==> src/design/acs_defines.svh <==
// Constants for the administrative command status block
`ifndef ACS_DEFINES_SVH
`define ACS_DEFINES_SVH

`define ACS_ADDR_W 8
`define ACS_OFF_STATUS 8'hA8
`define ACS_OFF_QCOUNT 8'hB0
`define ACS_QCOUNT_RESET 8'h08

`define ACS_NUM_WQ 8
`define ACS_NUM_ENG 4
`define ACS_NUM_GRP 4

`define ACS_ST_ACTIVE 31
`define ACS_ST_RES_HI 23
`define ACS_ST_RES_LO 8
`define ACS_ST_ERR_HI 7
`define ACS_ST_ERR_LO 0

`define ACS_OP_WQIDX_HI 7
`define ACS_OP_GRP_HI 19
`define ACS_OP_GRP_LO 16
`define ACS_OP_MAP_HI 15
`define ACS_OP_IDX_HI 15

`define ACS_ERR_OK 8'h00
`define ACS_ERR_BADCMD 8'h01
`define ACS_ERR_BADWQ 8'h02
`define ACS_ERR_HWFAULT 8'h03
`define ACS_ERR_DEV_NOT_DIS 8'h10
`define ACS_ERR_CFG_UNSPEC 8'h11
`define ACS_ERR_BME_OFF 8'h12
`define ACS_ERR_PRALLOC 8'h13
`define ACS_ERR_WQ_SUM 8'h14
`define ACS_ERR_GRP_EMPTY 8'h15
`define ACS_ERR_GRP_WQ 8'h16
`define ACS_ERR_GRP_ENG 8'h17
`define ACS_ERR_BW_TOKEN 8'h18
`define ACS_ERR_DEV_NOT_EN 8'h20
`define ACS_ERR_WQ_NOT_DIS 8'h21
`define ACS_ERR_WQ_SIZE0 8'h22
`define ACS_ERR_WQ_PRIO0 8'h23
`define ACS_ERR_WQ_MODE 8'h24
`define ACS_ERR_WQ_BOF 8'h25
`define ACS_ERR_WQ_PASID 8'h26
`define ACS_ERR_WQ_BATCH 8'h27
`define ACS_ERR_WQ_XFER 8'h28
`define ACS_ERR_WQ_PRIV 8'h2A
`define ACS_ERR_DDEV_NOT_EN 8'h31
`define ACS_ERR_DWQ_NOT_EN 8'h32
`define ACS_ERR_IH_INDEX 8'h41
`define ACS_ERR_IH_NONE 8'h42

`endif

==> src/design/acs_pkg.sv <==
// Types for the administrative command status block
package acs_pkg;

    typedef enum logic [4:0] {
        ACS_CMD_EN_DEV = 5'h01,
        ACS_CMD_DIS_DEV = 5'h02,
        ACS_CMD_DRAIN_ALL = 5'h03,
        ACS_CMD_ABORT_ALL = 5'h04,
        ACS_CMD_RESET_DEV = 5'h05,
        ACS_CMD_EN_WQ = 5'h06,
        ACS_CMD_DIS_WQ = 5'h07,
        ACS_CMD_DRAIN_WQ = 5'h08,
        ACS_CMD_ABORT_WQ = 5'h09,
        ACS_CMD_RESET_WQ = 5'h0A,
        ACS_CMD_DRAIN_PASID = 5'h0B,
        ACS_CMD_ABORT_PASID = 5'h0C,
        ACS_CMD_REQ_IH = 5'h0D
    } acs_cmd_e;

    typedef enum logic [1:0] {
        ACS_ST_IDLE = 2'b00,
        ACS_ST_CHECK = 2'b01,
        ACS_ST_EXEC = 2'b10
    } acs_state_e;

endpackage : acs_pkg

==> src/design/acs_command_status.sv <==
// Administrative command status tracking and command validity checks
// Overview of operation
// - In-progress flag set to one when a command write is accepted.
// - Error and result fields carry no promise while a command runs.
// - Completion clears the flag and shows outcome; flag is zero after reset.
// - Error code 0x00 success, 0x01 bad command, 0x02 bad queue index.
// - Platform or internal hardware fault reports 0x03.
// - Codes 0x04 to 0x0F never produced; 0x10 upward command specific.
// - Result holds interrupt handle only after successful handle request.
// - Enable device: 0x10 not disabled, 0x11 config fault, 0x12 no mastering.
// - Enable device: 0x13 bad page request allocation, 0x14 queue sizes too big.
// - Enable device: 0x15 group with queues but no engines, or reverse.
// - Enable device: 0x16 queue in several groups, orphan queue, reserved bits.
// - Enable device: 0x17 engine in several groups or reserved engine bits.
// - Enable device: 0x18 invalid global or group bandwidth token settings.
// - Enable queue: 0x20, 0x21, 0x22, 0x23 for device, state, size, priority.
// - Enable queue does not check queue size range.
// - Enable queue: 0x24 when requested mode lacks capability support.
// - Enable queue: 0x25 block-on-fault without support or page requests.
// - Enable queue: 0x26 PASID off in shared mode or on without capability.
// - Enable queue: 0x27 batch size out of range, 0x28 transfer too large.
// - Enable queue: 0x2A privileged dedicated PASID queue without privilege.
// - Disable device 0x31 when not enabled; disable queue 0x32 if any not enabled.
// - Handle request: 0x41 bad table index, 0x42 no handle available.
`include "acs_defines.svh"

module acs_command_status
    import acs_pkg::*;
(
    input wire logic clk,
    input wire logic reset,
    // Register port
    input wire logic [`ACS_ADDR_W-1:0] reg_addr,
    input wire logic [31:0] reg_wdata,
    input wire logic reg_write,
    input wire logic reg_read,
    output logic [31:0] reg_rdata,
    // Command submission
    input wire logic cmd_write,
    input wire logic [4:0] cmd_code,
    input wire logic [19:0] cmd_operand,
    output logic sw_error_pulse,
    // Device state and configuration
    input wire logic device_enabled,
    input wire logic device_disabled,
    input wire logic bus_master_enable,
    input wire logic page_req_alloc_ok,
    input wire logic wq_size_sum_ok,
    input wire logic bw_token_ok,
    input wire logic config_fault,
    input wire logic intr_handle_cap,
    input wire logic [15:0] intr_table_size,
    input wire logic [`ACS_NUM_WQ-1:0] wq_enabled,
    input wire logic [`ACS_NUM_WQ-1:0] wq_size_nonzero,
    input wire logic [`ACS_NUM_GRP*`ACS_NUM_WQ-1:0] grp_wq_set,
    input wire logic [`ACS_NUM_GRP*`ACS_NUM_ENG-1:0] grp_eng_set,
    input wire logic [`ACS_NUM_ENG-1:0] eng_present,
    // Selected queue configuration, checked in the same cycle that sel_wq_index first shows the new index
    output logic [`ACS_OP_WQIDX_HI:0] sel_wq_index,
    input wire logic sel_wq_disabled,
    input wire logic sel_wq_priority_zero,
    input wire logic sel_wq_mode,
    input wire logic sel_wq_bof,
    input wire logic sel_wq_pasid_en,
    input wire logic sel_wq_priv,
    input wire logic [7:0] sel_wq_max_batch,
    input wire logic [7:0] sel_wq_max_xfer,
    input wire logic cap_shared_mode,
    input wire logic cap_dedicated_mode,
    input wire logic cap_block_on_fault,
    input wire logic page_req_enable,
    input wire logic pasid_cap_enable,
    input wire logic pasid_priv_enable,
    input wire logic [7:0] max_batch_supported,
    input wire logic [7:0] max_xfer_supported,
    // Command execution
    output logic exec_start,
    output logic [4:0] exec_code,
    output logic [19:0] exec_operand,
    input wire logic exec_done,
    input wire logic exec_fault,
    input wire logic exec_no_handle,
    input wire logic [15:0] exec_handle
);

    acs_state_e state_ff;
    acs_state_e nxt_state;
    logic active_ff;
    logic [7:0] err_ff;
    logic [15:0] result_ff;
    logic [4:0] code_ff;
    logic [19:0] operand_ff;
    logic [7:0] qcount_ff;
    logic exec_start_ff;
    logic sw_error_ff;
    logic [31:0] rdata_ff;
    logic accept;
    logic [7:0] check_err;
    logic [`ACS_NUM_WQ-1:0] wq_multi;
    logic [`ACS_NUM_WQ-1:0] wq_orphan;
    logic [`ACS_NUM_ENG-1:0] eng_multi;
    logic [`ACS_NUM_GRP-1:0] grp_empty;
    logic [`ACS_NUM_GRP-1:0] grp_wq_rsvd;
    logic [`ACS_NUM_GRP-1:0] grp_eng_rsvd;
    logic [`ACS_NUM_WQ-1:0] wq_in_range;
    logic [`ACS_NUM_WQ-1:0] dis_sel;
    logic wq_idx_bad;
    logic grp_idx_bad;

    // Writes while busy are dropped, never queued
    assign accept = cmd_write && !active_ff;

    // Queues that exist under the current queue count
    generate
        for (genvar q = 0; q < `ACS_NUM_WQ; q++) begin : g_wq
            logic [`ACS_NUM_GRP-1:0] memb;
            for (genvar g = 0; g < `ACS_NUM_GRP; g++) begin : g_m
                assign memb[g] = grp_wq_set[g*`ACS_NUM_WQ+q];
            end
            assign wq_in_range[q] = (8'(q) < qcount_ff);
            assign wq_multi[q] = ($countones(memb) > 1);
            assign wq_orphan[q] = wq_size_nonzero[q] && (memb == '0);
        end
        // Engines claimed by more than one group
        for (genvar e = 0; e < `ACS_NUM_ENG; e++) begin : g_eng
            logic [`ACS_NUM_GRP-1:0] memb;
            for (genvar g = 0; g < `ACS_NUM_GRP; g++) begin : g_m
                assign memb[g] = grp_eng_set[g*`ACS_NUM_ENG+e];
            end
            assign eng_multi[e] = ($countones(memb) > 1);
        end
        // Per-group emptiness and reserved bit checks
        for (genvar g = 0; g < `ACS_NUM_GRP; g++) begin : g_grp
            logic [`ACS_NUM_WQ-1:0] wqs;
            logic [`ACS_NUM_ENG-1:0] engs;
            assign wqs = grp_wq_set[g*`ACS_NUM_WQ +: `ACS_NUM_WQ];
            assign engs = grp_eng_set[g*`ACS_NUM_ENG +: `ACS_NUM_ENG];
            assign grp_empty[g] = ((wqs != '0) != (engs != '0));
            assign grp_wq_rsvd[g] = ((wqs & ~wq_in_range) != '0);
            assign grp_eng_rsvd[g] = ((engs & ~eng_present) != '0);
        end
    endgenerate

    // Queue index checks for single-queue and bitmap commands
    assign wq_idx_bad = (operand_ff[`ACS_OP_WQIDX_HI:0] >= qcount_ff);
    assign grp_idx_bad = ({operand_ff[`ACS_OP_GRP_HI:`ACS_OP_GRP_LO], 4'h0} >= qcount_ff)
        || (operand_ff[`ACS_OP_GRP_HI:`ACS_OP_GRP_LO] != 4'h0
            && `ACS_NUM_WQ <= 16);
    assign dis_sel = operand_ff[`ACS_NUM_WQ-1:0];
    assign sel_wq_index = operand_ff[`ACS_OP_WQIDX_HI:0];

    // Checks run in priority order; first failing check wins
    always_comb begin
        check_err = `ACS_ERR_OK;
        case (code_ff)
            ACS_CMD_EN_DEV: begin
                if (!device_disabled) check_err = `ACS_ERR_DEV_NOT_DIS;
                else if (!bus_master_enable) check_err = `ACS_ERR_BME_OFF;
                else if (!page_req_alloc_ok) check_err = `ACS_ERR_PRALLOC;
                else if (!wq_size_sum_ok) check_err = `ACS_ERR_WQ_SUM;
                else if (grp_empty != '0) check_err = `ACS_ERR_GRP_EMPTY;
                else if (wq_multi != '0 || wq_orphan != '0 || grp_wq_rsvd != '0)
                    check_err = `ACS_ERR_GRP_WQ;
                else if (eng_multi != '0 || grp_eng_rsvd != '0)
                    check_err = `ACS_ERR_GRP_ENG;
                else if (!bw_token_ok) check_err = `ACS_ERR_BW_TOKEN;
                else if (config_fault) check_err = `ACS_ERR_CFG_UNSPEC;
            end
            ACS_CMD_EN_WQ: begin
                // Size range is deliberately not checked here
                if (wq_idx_bad) check_err = `ACS_ERR_BADWQ;
                else if (!device_enabled) check_err = `ACS_ERR_DEV_NOT_EN;
                else if (!sel_wq_disabled) check_err = `ACS_ERR_WQ_NOT_DIS;
                else if (!wq_size_nonzero[sel_wq_index[2:0]])
                    check_err = `ACS_ERR_WQ_SIZE0;
                else if (sel_wq_priority_zero) check_err = `ACS_ERR_WQ_PRIO0;
                else if ((!sel_wq_mode && !cap_shared_mode)
                    || (sel_wq_mode && !cap_dedicated_mode))
                    check_err = `ACS_ERR_WQ_MODE;
                else if (sel_wq_bof && (!cap_block_on_fault || !page_req_enable))
                    check_err = `ACS_ERR_WQ_BOF;
                else if ((!sel_wq_pasid_en && !sel_wq_mode)
                    || (sel_wq_pasid_en && !pasid_cap_enable))
                    check_err = `ACS_ERR_WQ_PASID;
                else if (sel_wq_max_batch == 8'h00
                    || sel_wq_max_batch > max_batch_supported)
                    check_err = `ACS_ERR_WQ_BATCH;
                else if (sel_wq_max_xfer > max_xfer_supported)
                    check_err = `ACS_ERR_WQ_XFER;
                else if (sel_wq_mode && sel_wq_pasid_en && sel_wq_priv
                    && !pasid_priv_enable)
                    check_err = `ACS_ERR_WQ_PRIV;
            end
            ACS_CMD_DIS_DEV: begin
                if (!device_enabled) check_err = `ACS_ERR_DDEV_NOT_EN;
            end
            ACS_CMD_DIS_WQ: begin
                if (grp_idx_bad || (dis_sel & ~wq_in_range) != '0)
                    check_err = `ACS_ERR_BADWQ;
                else if ((dis_sel & ~wq_enabled) != '0)
                    check_err = `ACS_ERR_DWQ_NOT_EN;
            end
            ACS_CMD_DRAIN_WQ, ACS_CMD_ABORT_WQ, ACS_CMD_RESET_WQ: begin
                if (grp_idx_bad || (dis_sel & ~wq_in_range) != '0)
                    check_err = `ACS_ERR_BADWQ;
            end
            ACS_CMD_REQ_IH: begin
                // Command is reserved when the capability is absent
                if (!intr_handle_cap) check_err = `ACS_ERR_BADCMD;
                else if (operand_ff[`ACS_OP_IDX_HI:0] >= intr_table_size)
                    check_err = `ACS_ERR_IH_INDEX;
            end
            ACS_CMD_DRAIN_ALL, ACS_CMD_ABORT_ALL, ACS_CMD_RESET_DEV,
            ACS_CMD_DRAIN_PASID, ACS_CMD_ABORT_PASID: begin
                check_err = `ACS_ERR_OK;
            end
            default: begin
                check_err = `ACS_ERR_BADCMD;
            end
        endcase
    end

    // Sequencer: accept, check one cycle later, then execute
    always_comb begin
        nxt_state = state_ff;
        case (state_ff)
            ACS_ST_IDLE: begin
                if (accept) nxt_state = ACS_ST_CHECK;
            end
            ACS_ST_CHECK: begin
                if (check_err != `ACS_ERR_OK) nxt_state = ACS_ST_IDLE;
                else nxt_state = ACS_ST_EXEC;
            end
            ACS_ST_EXEC: begin
                if (exec_done) nxt_state = ACS_ST_IDLE;
            end
            default: begin
                nxt_state = ACS_ST_IDLE;
            end
        endcase
    end

    // State register
    always_ff @(posedge clk) begin
        if (reset) state_ff <= ACS_ST_IDLE;
        else state_ff <= nxt_state;
    end

    // Busy flag: set on accept, cleared on completion
    always_ff @(posedge clk) begin
        if (reset) begin
            active_ff <= 1'b0;
        end else if (accept) begin
            active_ff <= 1'b1;
        end else if ((state_ff == ACS_ST_CHECK && check_err != `ACS_ERR_OK)
            || (state_ff == ACS_ST_EXEC && exec_done)) begin
            active_ff <= 1'b0;
        end
    end

    // Latched command for checks and execution
    always_ff @(posedge clk) begin
        if (reset) begin
            code_ff <= 5'h00;
            operand_ff <= 20'h00000;
        end else if (accept) begin
            code_ff <= cmd_code;
            operand_ff <= cmd_operand;
        end
    end

    // Outcome fields; untouched while busy so old values simply persist
    always_ff @(posedge clk) begin
        if (reset) begin
            err_ff <= `ACS_ERR_OK;
            result_ff <= 16'h0000;
        end else if (state_ff == ACS_ST_CHECK && check_err != `ACS_ERR_OK) begin
            err_ff <= check_err;
            result_ff <= 16'h0000;
        end else if (state_ff == ACS_ST_EXEC && exec_done) begin
            if (exec_fault) begin
                err_ff <= `ACS_ERR_HWFAULT;
                result_ff <= 16'h0000;
            end else if (code_ff == ACS_CMD_REQ_IH && exec_no_handle) begin
                err_ff <= `ACS_ERR_IH_NONE;
                result_ff <= 16'h0000;
            end else begin
                err_ff <= `ACS_ERR_OK;
                result_ff <= (code_ff == ACS_CMD_REQ_IH) ? exec_handle : 16'h0000;
            end
        end
    end

    // Execution strobe, one cycle, only for commands that passed checks
    always_ff @(posedge clk) begin
        if (reset) exec_start_ff <= 1'b0;
        else exec_start_ff <= (state_ff == ACS_ST_CHECK) && (check_err == `ACS_ERR_OK);
    end

    // Dropped writes reported to the error log
    always_ff @(posedge clk) begin
        if (reset) sw_error_ff <= 1'b0;
        else sw_error_ff <= cmd_write && active_ff;
    end

    // Queue count register sets the valid index range
    always_ff @(posedge clk) begin
        if (reset) qcount_ff <= `ACS_QCOUNT_RESET;
        else if (reg_write && reg_addr == `ACS_OFF_QCOUNT) qcount_ff <= reg_wdata[7:0];
    end

    // Read data one cycle after the strobe; unmapped reads return zero
    always_ff @(posedge clk) begin
        if (reset) begin
            rdata_ff <= 32'h00000000;
        end else if (reg_read) begin
            case (reg_addr)
                `ACS_OFF_STATUS: begin
                    rdata_ff <= 32'h00000000;
                    rdata_ff[`ACS_ST_ACTIVE] <= active_ff;
                    rdata_ff[`ACS_ST_RES_HI:`ACS_ST_RES_LO] <= result_ff;
                    rdata_ff[`ACS_ST_ERR_HI:`ACS_ST_ERR_LO] <= err_ff;
                end
                `ACS_OFF_QCOUNT: rdata_ff <= {24'h000000, qcount_ff};
                default: rdata_ff <= 32'h00000000;
            endcase
        end else begin
            rdata_ff <= 32'h00000000;
        end
    end

    assign reg_rdata = rdata_ff;
    assign sw_error_pulse = sw_error_ff;
    assign exec_start = exec_start_ff;
    assign exec_code = code_ff;
    assign exec_operand = operand_ff;

endmodule : acs_command_status

==> config.mk <==
export PLATFORM = sky130hd
export DESIGN_NAME = acs_command_status
export DESIGN_NICKNAME = d
export VERILOG_FILES = /design/src/design/acs_pkg.sv /design/src/design/acs_command_status.sv
export VERILOG_INCLUDE_DIRS = /design/src /design/src/design
export SDC_FILE = /design/constraint.sdc
export NUM_CORES = 1
export LEC_CHECK = 0
export ABC_AREA = 1
export BUFFER_PORTS_ARGS = -buffer_cell sky130_fd_sc_hd__clkbuf_2
export CAP_MARGIN = 20
export CORE_ASPECT_RATIO = 1.4
export CORE_UTILIZATION = 30
export CTS_BUF_LIST = sky130_fd_sc_hd__clkbuf_16
export DETAILED_ROUTE_END_ITERATION = 6
export PLACE_DENSITY = 0.6
export SYNTH_ARGS = -nofsm -noshare
export SYNTH_HDL_FRONTEND = slang
export SYNTH_SLANG_ARGS = --single-unit
==> constraint.sdc <==
create_clock -name clk -period 6.8 [get_ports clk]
set_input_delay 1.36 -clock clk [delete_from_list [all_inputs] [get_ports clk]]
set_output_delay 1.36 -clock clk [all_outputs]
set_load 0.005 [all_outputs]
==> results of run 1 <==
kinds of logic (layout without fill, tap and decap cells):
group / Yosys count / after routing / synth area share [%]
and+or+nand+nor: 413 / 413 / 30.4
AOI/OAI and AO/OA: 145 / 145 / 13.7
DFF: 86 / 86 / 28.1
buffers and inverters: 196 / 440 / 13.2
other: 1 / 7 / 0.0611
adders and majority gates: 64 / 64 / 14.5
per-stage QoR:
step / hold WS, ps / util, % / cells
floorplan: 401 / - / 911
detailed placement: 427 / 38.1 / 1391
finish: 447 / 39.5 / 1407
global placement: 409 / 38.1 / 1391
CTS: 452 / 39.5 / 1407
global route: 479 / 39.5 / 1407
synth_stat cells (3+ instances only):
| library cell | number |
|---|---|
| nand4_1 | 18 |
| a21oi_1 | 51 |
| nor3b_1 | 19 |
| nand2_1 | 163 |
| inv_1 | 155 |
| nand3_1 | 47 |
| buf_4 | 16 |
| ha_1 | 52 |
| a211oi_1 | 7 |
| nor4_1 | 4 |
| nor2_1 | 123 |
| o21ai_0 | 48 |
| a22oi_1 | 16 |
| clkbuf_1 | 16 |
| nand2_2 | 4 |
| fa_1 | 12 |
| inv_2 | 4 |
| dfxtp_1 | 86 |
| nor3_1 | 13 |
| nor4_2 | 3 |
| o22ai_1 | 6 |
| nor2_2 | 7 |
| o221ai_1 | 3 |
placed cells by master, fill, tap and decap left out, types with 4 or more instances in the layout:
master     count
nand2_1      163
ha_1          52
nor4_1         4
o21ai_0       48
clkbuf_16      9
nand3_1       47
clkbuf_2     260
conb_1         7
nor3_1        13
nand2_2        4
inv_1        155
nor2_1       123
nor3b_1       19
a211oi_1       7
nand4_1       18
o22ai_1        6
nor2_2         7
fa_1          12
a22oi_1       16
a21oi_1       51
inv_2          4
dfxtp_1       86
worst max-delay path: cells and delay by family:
family | cells | cell delay, ps
buf+inv | 3 | 240
simple gates | 17 | 1980
fa+ha+maj | 1 | 520
power breakdown:
part	switching [mW]	internal, mW
sequential	0.0222	0.520
combinational	0.172	0.126
clock	0.222	0.253
worst max path at each step:
stage | from | endpoint | slack, ps
detailed placement | grp_wq_set[11] | result_ff[0]$_SDFFE_PP0P_ | 2580
global route | grp_wq_set[0] | result_ff[2]$_SDFFE_PP0P_ | 2650
floorplan | grp_wq_set[2] | err_ff[1]$_SDFFE_PP0P_ | 3260
CTS | grp_wq_set[11] | result_ff[0]$_SDFFE_PP0P_ | 2930
finish | grp_wq_set[11] | result_ff[0]$_SDFFE_PP0P_ | 2960
global placement | grp_wq_set[11] | result_ff[7]$_SDFFE_PP0P_ | 2600
sequential cells by signal (all words and copies together), names as in the netlist:
signal          count
sw_error_pulse      1
exec_start          1
qcount_ff           8
result_ff          16
reg_rdata          25
exec_code           5
active_ff           1
exec_operand       20
err_ff              7
state_ff            2
area by class of cell:
class                      instances  area (µm²)  area share [%]
multi-input combinational        629        3620            46.0
sequential                        86        1720            21.9
timing repair buffer             263        1320            16.8
inverter                         161         604            7.68
tap                              252         315            4.01
clock buffer                       9         225            2.86
clock inverter                     7        56.3           0.715
metal layers:
layer  wire length [µm]  vias to the layer above
met4                524                        0
met2              10400                      185
met5                  0                        -
met3               1080                       26
met1               8050                     2923
li1                   -                     3394
==> results.toml, run 1 <==
[global_routing]
antenna_found_initial = 0
grt_pass1_wl_um = 31200
met1_usage_pct = 21.7
grt_max_degree = 30
use_met2_pct = 35.7
overflow = 0
track_usage_pct = 19.2
grt.busiest_layer = "met2"
grtUsageMet3_pct = 3.32
grt_pass1_vias = 6286

[synth]
synthesis.area_um2 = 6130
ys_seq_area_share_pct = 28.1
yosys_most_used_dff = "dfxtp_1"
synthArstFlopShare_pct = 0
synth-edff-count = 0
synth_top_area_share_pct = 28.1
ys_warn_count = 0
synthDistinctLibCells = 49
synth.avg_cell_area_um2 = 6.78
synthTopCellsByArea = "dfxtp_1, ha_1, nand2_1"
synth_top_cell_by_area = "dfxtp_1"
netlist_instances = 905
synth-seq-cells = 86

[power_and_ir_drop]
p_leak_nw = 4.22
powerDensity_nw_per_um2 = 167
power_mw = 1.32
ir_worst_vdd_uv = 148

[placed_design]
place.gp.congestion = 0.885
numPortBuffers = 260
post-place-ws_ps = 2580
hpwl_um = 16800
dpl_cell_area_um2 = 7590

[sta]
finalWorstSetupSlack_ps = 2960
worst_slew_pin_slew_ps = 923
fin_setup_tns_ps = 0
period_share_pct = 56.5
period_minus_slack_ps = 3840
drv_slew = 0
rsz0062_at_grt = "no"
skew_ps = 8.98
slew-limit-headroom_pct = 38.4
hold_violations = 0
setup_viol = 0
fmax_ghz = 0.260

[detailed_routing]
finalWirelength_um = 20000
drc = 0
viasPerCell = 4.64
wire_per_inst_um = 14.2
dr.pass1.iters = 4
ant_nets = 0
routed-via-count = 6528
dr.first_iter.drc_count = 238

[finish]
fin_nets = 1439
fillCellCount = 2160
syn_to_final_growth_pct = 28.3
diodes = 0
design_area_um2 = 7870
layout-drive-gt1-share_pct = 26.2

[worst_hold_path]
whs_path_depth = 1
min_path_type = "register to register"
min_from = "state_ff[0]$_SDFFE_PP0P_"
worstHoldEndpoint = "state_ff[0]$_SDFFE_PP0P_"

[clocking]
worstSkewPairLatency_ps = 340
clockRootBuffer = "clkbuf_16"
cts.path.max_buffers = 2
clk_pin_slew_ps = 70
cts_made_buffers = 9
cts_tree = "done"
cts_resized = 0
hold_buffers = 0
cts.htree.levels = 3
numClockSinks = 86
post_cts_buffers = 0

[setup_path]
crit_path_start_kind = "input port"
slowest_stage = "fa_1"
worst_r2r_endpoint = "result_ff[0]$_SDFFE_PP0P_"
cp_max_fo = 16
critPathMostFrequentCell = "nand2_1"
critPathKind = "input port to register"
max_stage_delay_ps = 520
cp.required_ps = 7060
end_kind = "register"
crit_chain = "clkbuf_2, inv_1, fa_1, inv_1, nand2_1, nand2_1, nor2_1, nand3_1, nor2_1, nand2_1, nor2_2, nand3_1, nand2_1, nand2_1, nand2_1, nand2_1, nor2_2, nand3_4, nand2_4, nand2_2, nor2_1"
timing.rr.start = "exec_operand[0]$_SDFFE_PP0P_"
reg2reg_depth = 12
cp.arrival_ps = 4100
r2r_slack_ps = 3860

[floorplanning]
rows = 61
die_h_um = 171
die_w_um = 123
core_um2 = 19900
dieArea_um2 = 21000
initial_core_util_pct = 30.8
ios = 292

[run_status]
status = "complete, no violations"

[run]
cap_violations = 0
(Power assumes the default switching activity.)
==> run 2, diff against run 1 <==
PLACE_DENSITY = 0.62   (was 0.6)
clock period = 3.5 ns   (was 6.8 ns; I/O delays follow)
==> run 2 against run 1 <==
Net effect: global-route usage rose by 0.18 points; non-clock buffer count grew 3; first-iteration DRC count is 22% higher; critical endpoint is now result_ff[12]$_SDFFE_PP0P_; via count up 1.4%.
==> results.toml, run 2 (synthesis results as in run 1) <==
[worst_hold_path]
min_from = "state_ff[0]$_SDFFE_PP0P_"
whs_path_depth = 1
min_path_type = "register to register"
worstHoldEndpoint = "state_ff[0]$_SDFFE_PP0P_"

[sta]
drv_slew = 0
worst_slew_pin_slew_ps = 928
slew-limit-headroom_pct = 37.9
skew_ps = 6.96
period_minus_slack_ps = 3060
rsz0062_at_grt = "no"
hold_violations = 0
fmax_ghz = 0.327
period_share_pct = 87.3
fin_setup_tns_ps = 0
setup_viol = 0

[clocking]
cts_tree = "done"
hold_buffers = 0
post_cts_buffers = 0
clk_pin_slew_ps = 60
numClockSinks = 86
cts.path.max_buffers = 2
cts.htree.levels = 3
cts_resized = 0
cts_made_buffers = 9
worstSkewPairLatency_ps = 340
clockRootBuffer = "clkbuf_16"

[detailed_routing]
dr.pass1.iters = 5
drc = 0
wire_per_inst_um = 14.2
routed-via-count = 6620
viasPerCell = 4.70
finalWirelength_um = 20000
ant_nets = 0
dr.first_iter.drc_count = 290

[run_status]
status = "complete, no violations"

[finish]
fillCellCount = 2214
multiInputGateArea_um2 = 3620
syn_to_final_growth_pct = 28.9
layout_common_cells = "clkbuf_2, nand2_1, inv_1"
post-route-util_pct = 39.7
fin_nets = 1442
layout-drive-gt1-share_pct = 26.4
mostFrequentLayoutCell = "clkbuf_2"
largest_register_ffs = 25
diodes = 0
stdcell_count = 1409
seqCellArea_um2 = 1720

[power_and_ir_drop]
powerDensity_nw_per_um2 = 329
power_mw = 2.60
p_leak_nw = 4.25
ir_worst_vdd_uv = 386

[floorplanning]
core_um2 = 19900
dieArea_um2 = 21000
die_w_um = 123
ios = 292
initial_core_util_pct = 30.8
die_h_um = 171
rows = 61

[placed_design]
place.gp.congestion = 0.920
hpwl_um = 16800
dp_cells = 1394
numPortBuffers = 260

[global_routing]
antenna_found_initial = 0
grt_pass1_vias = 6398
grt_pass1_wl_um = 31300
overflow = 0
grt_max_degree = 29
track_usage_pct = 19.4

[setup_path]
cp_max_fo = 16
r2r_slack_ps = 740
reg2reg_depth = 13
critPathKind = "input port to register"
timing.rr.start = "exec_operand[1]$_SDFFE_PP0P_"
end_kind = "register"
worst_r2r_endpoint = "result_ff[12]$_SDFFE_PP0P_"
crit_path_start_kind = "input port"
cp.required_ps = 3770
cp.arrival_ps = 3320

[run]
cap_violations = 0
## run 2: worst max-delay path by stage
stage	end	slack [ps]	startpoint
CTS	result_ff[0]$_SDFFE_PP0P_	430	grp_wq_set[2]
global placement	result_ff[10]$_SDFFE_PP0P_	110	grp_wq_set[2]
global route	result_ff[4]$_SDFFE_PP0P_	220	grp_wq_set[0]
finish	result_ff[12]$_SDFFE_PP0P_	440	grp_wq_set[2]
detailed placement	result_ff[12]$_SDFFE_PP0P_	70	grp_wq_set[2]
floorplan	err_ff[1]$_SDFFE_PP0P_	620	grp_wq_set[2]
## run 2: area by class of cell
type | count | share of cell area (%)
flip-flops and latches | 86 | 21.8
inverters | 161 | 7.64
multi-input cells | 629 | 45.8
repair buffers | 266 | 17.0
clock buffers | 9 | 2.85
well taps | 252 | 3.99
clock inverters | 6 | 0.902
## run 2: worst max-delay path, cell delays in order
cell and delay (ps):
clkbuf_2 90, inv_1 80, fa_1 530, inv_1 40, nand2_1 80, nand2_1 60
nor2_1 100, nand3_1 80, nor2_1 190, nand2_1 90, nor2_2 120, nand3_1 100
nand2_1 70, nand2_1 40, nand2_1 70, nand2_1 60, nor2_2 220, nand3_4 110
nand2_4 110, nand2_2 210, nor2_1 150
## run 2: per-layer routing
metal / part of all wire [%] / GRT usage (%) / up-vias
met5: 0 / 0 / -
met4: 2.9 / 7.16 / 0
met3: 5.3 / 3.38 / 34
met2: 51 / 36.1 / 210
met1: 40 / 21.6 / 2982
li1: - / - / 3394
## run 2: power breakdown
part           switching [mW]  internal (mW)  total [mW]
sequential             0.0437           1.01        1.05
clock                   0.409          0.557       0.966
combinational           0.335          0.249       0.584
total                   0.787           1.82        2.60
## run 2: metrics by stage
step	instance area (µm²)	setup slack (ps)	hold slack [ps]
6_report	7910	444	424
5_1_grt	7910	216	469
4_1_cts	7910	425	421
3_5_place_dp	7610	65.3	412
3_3_place_gp	7610	108	409
2_1_floorplan	6160	620	401
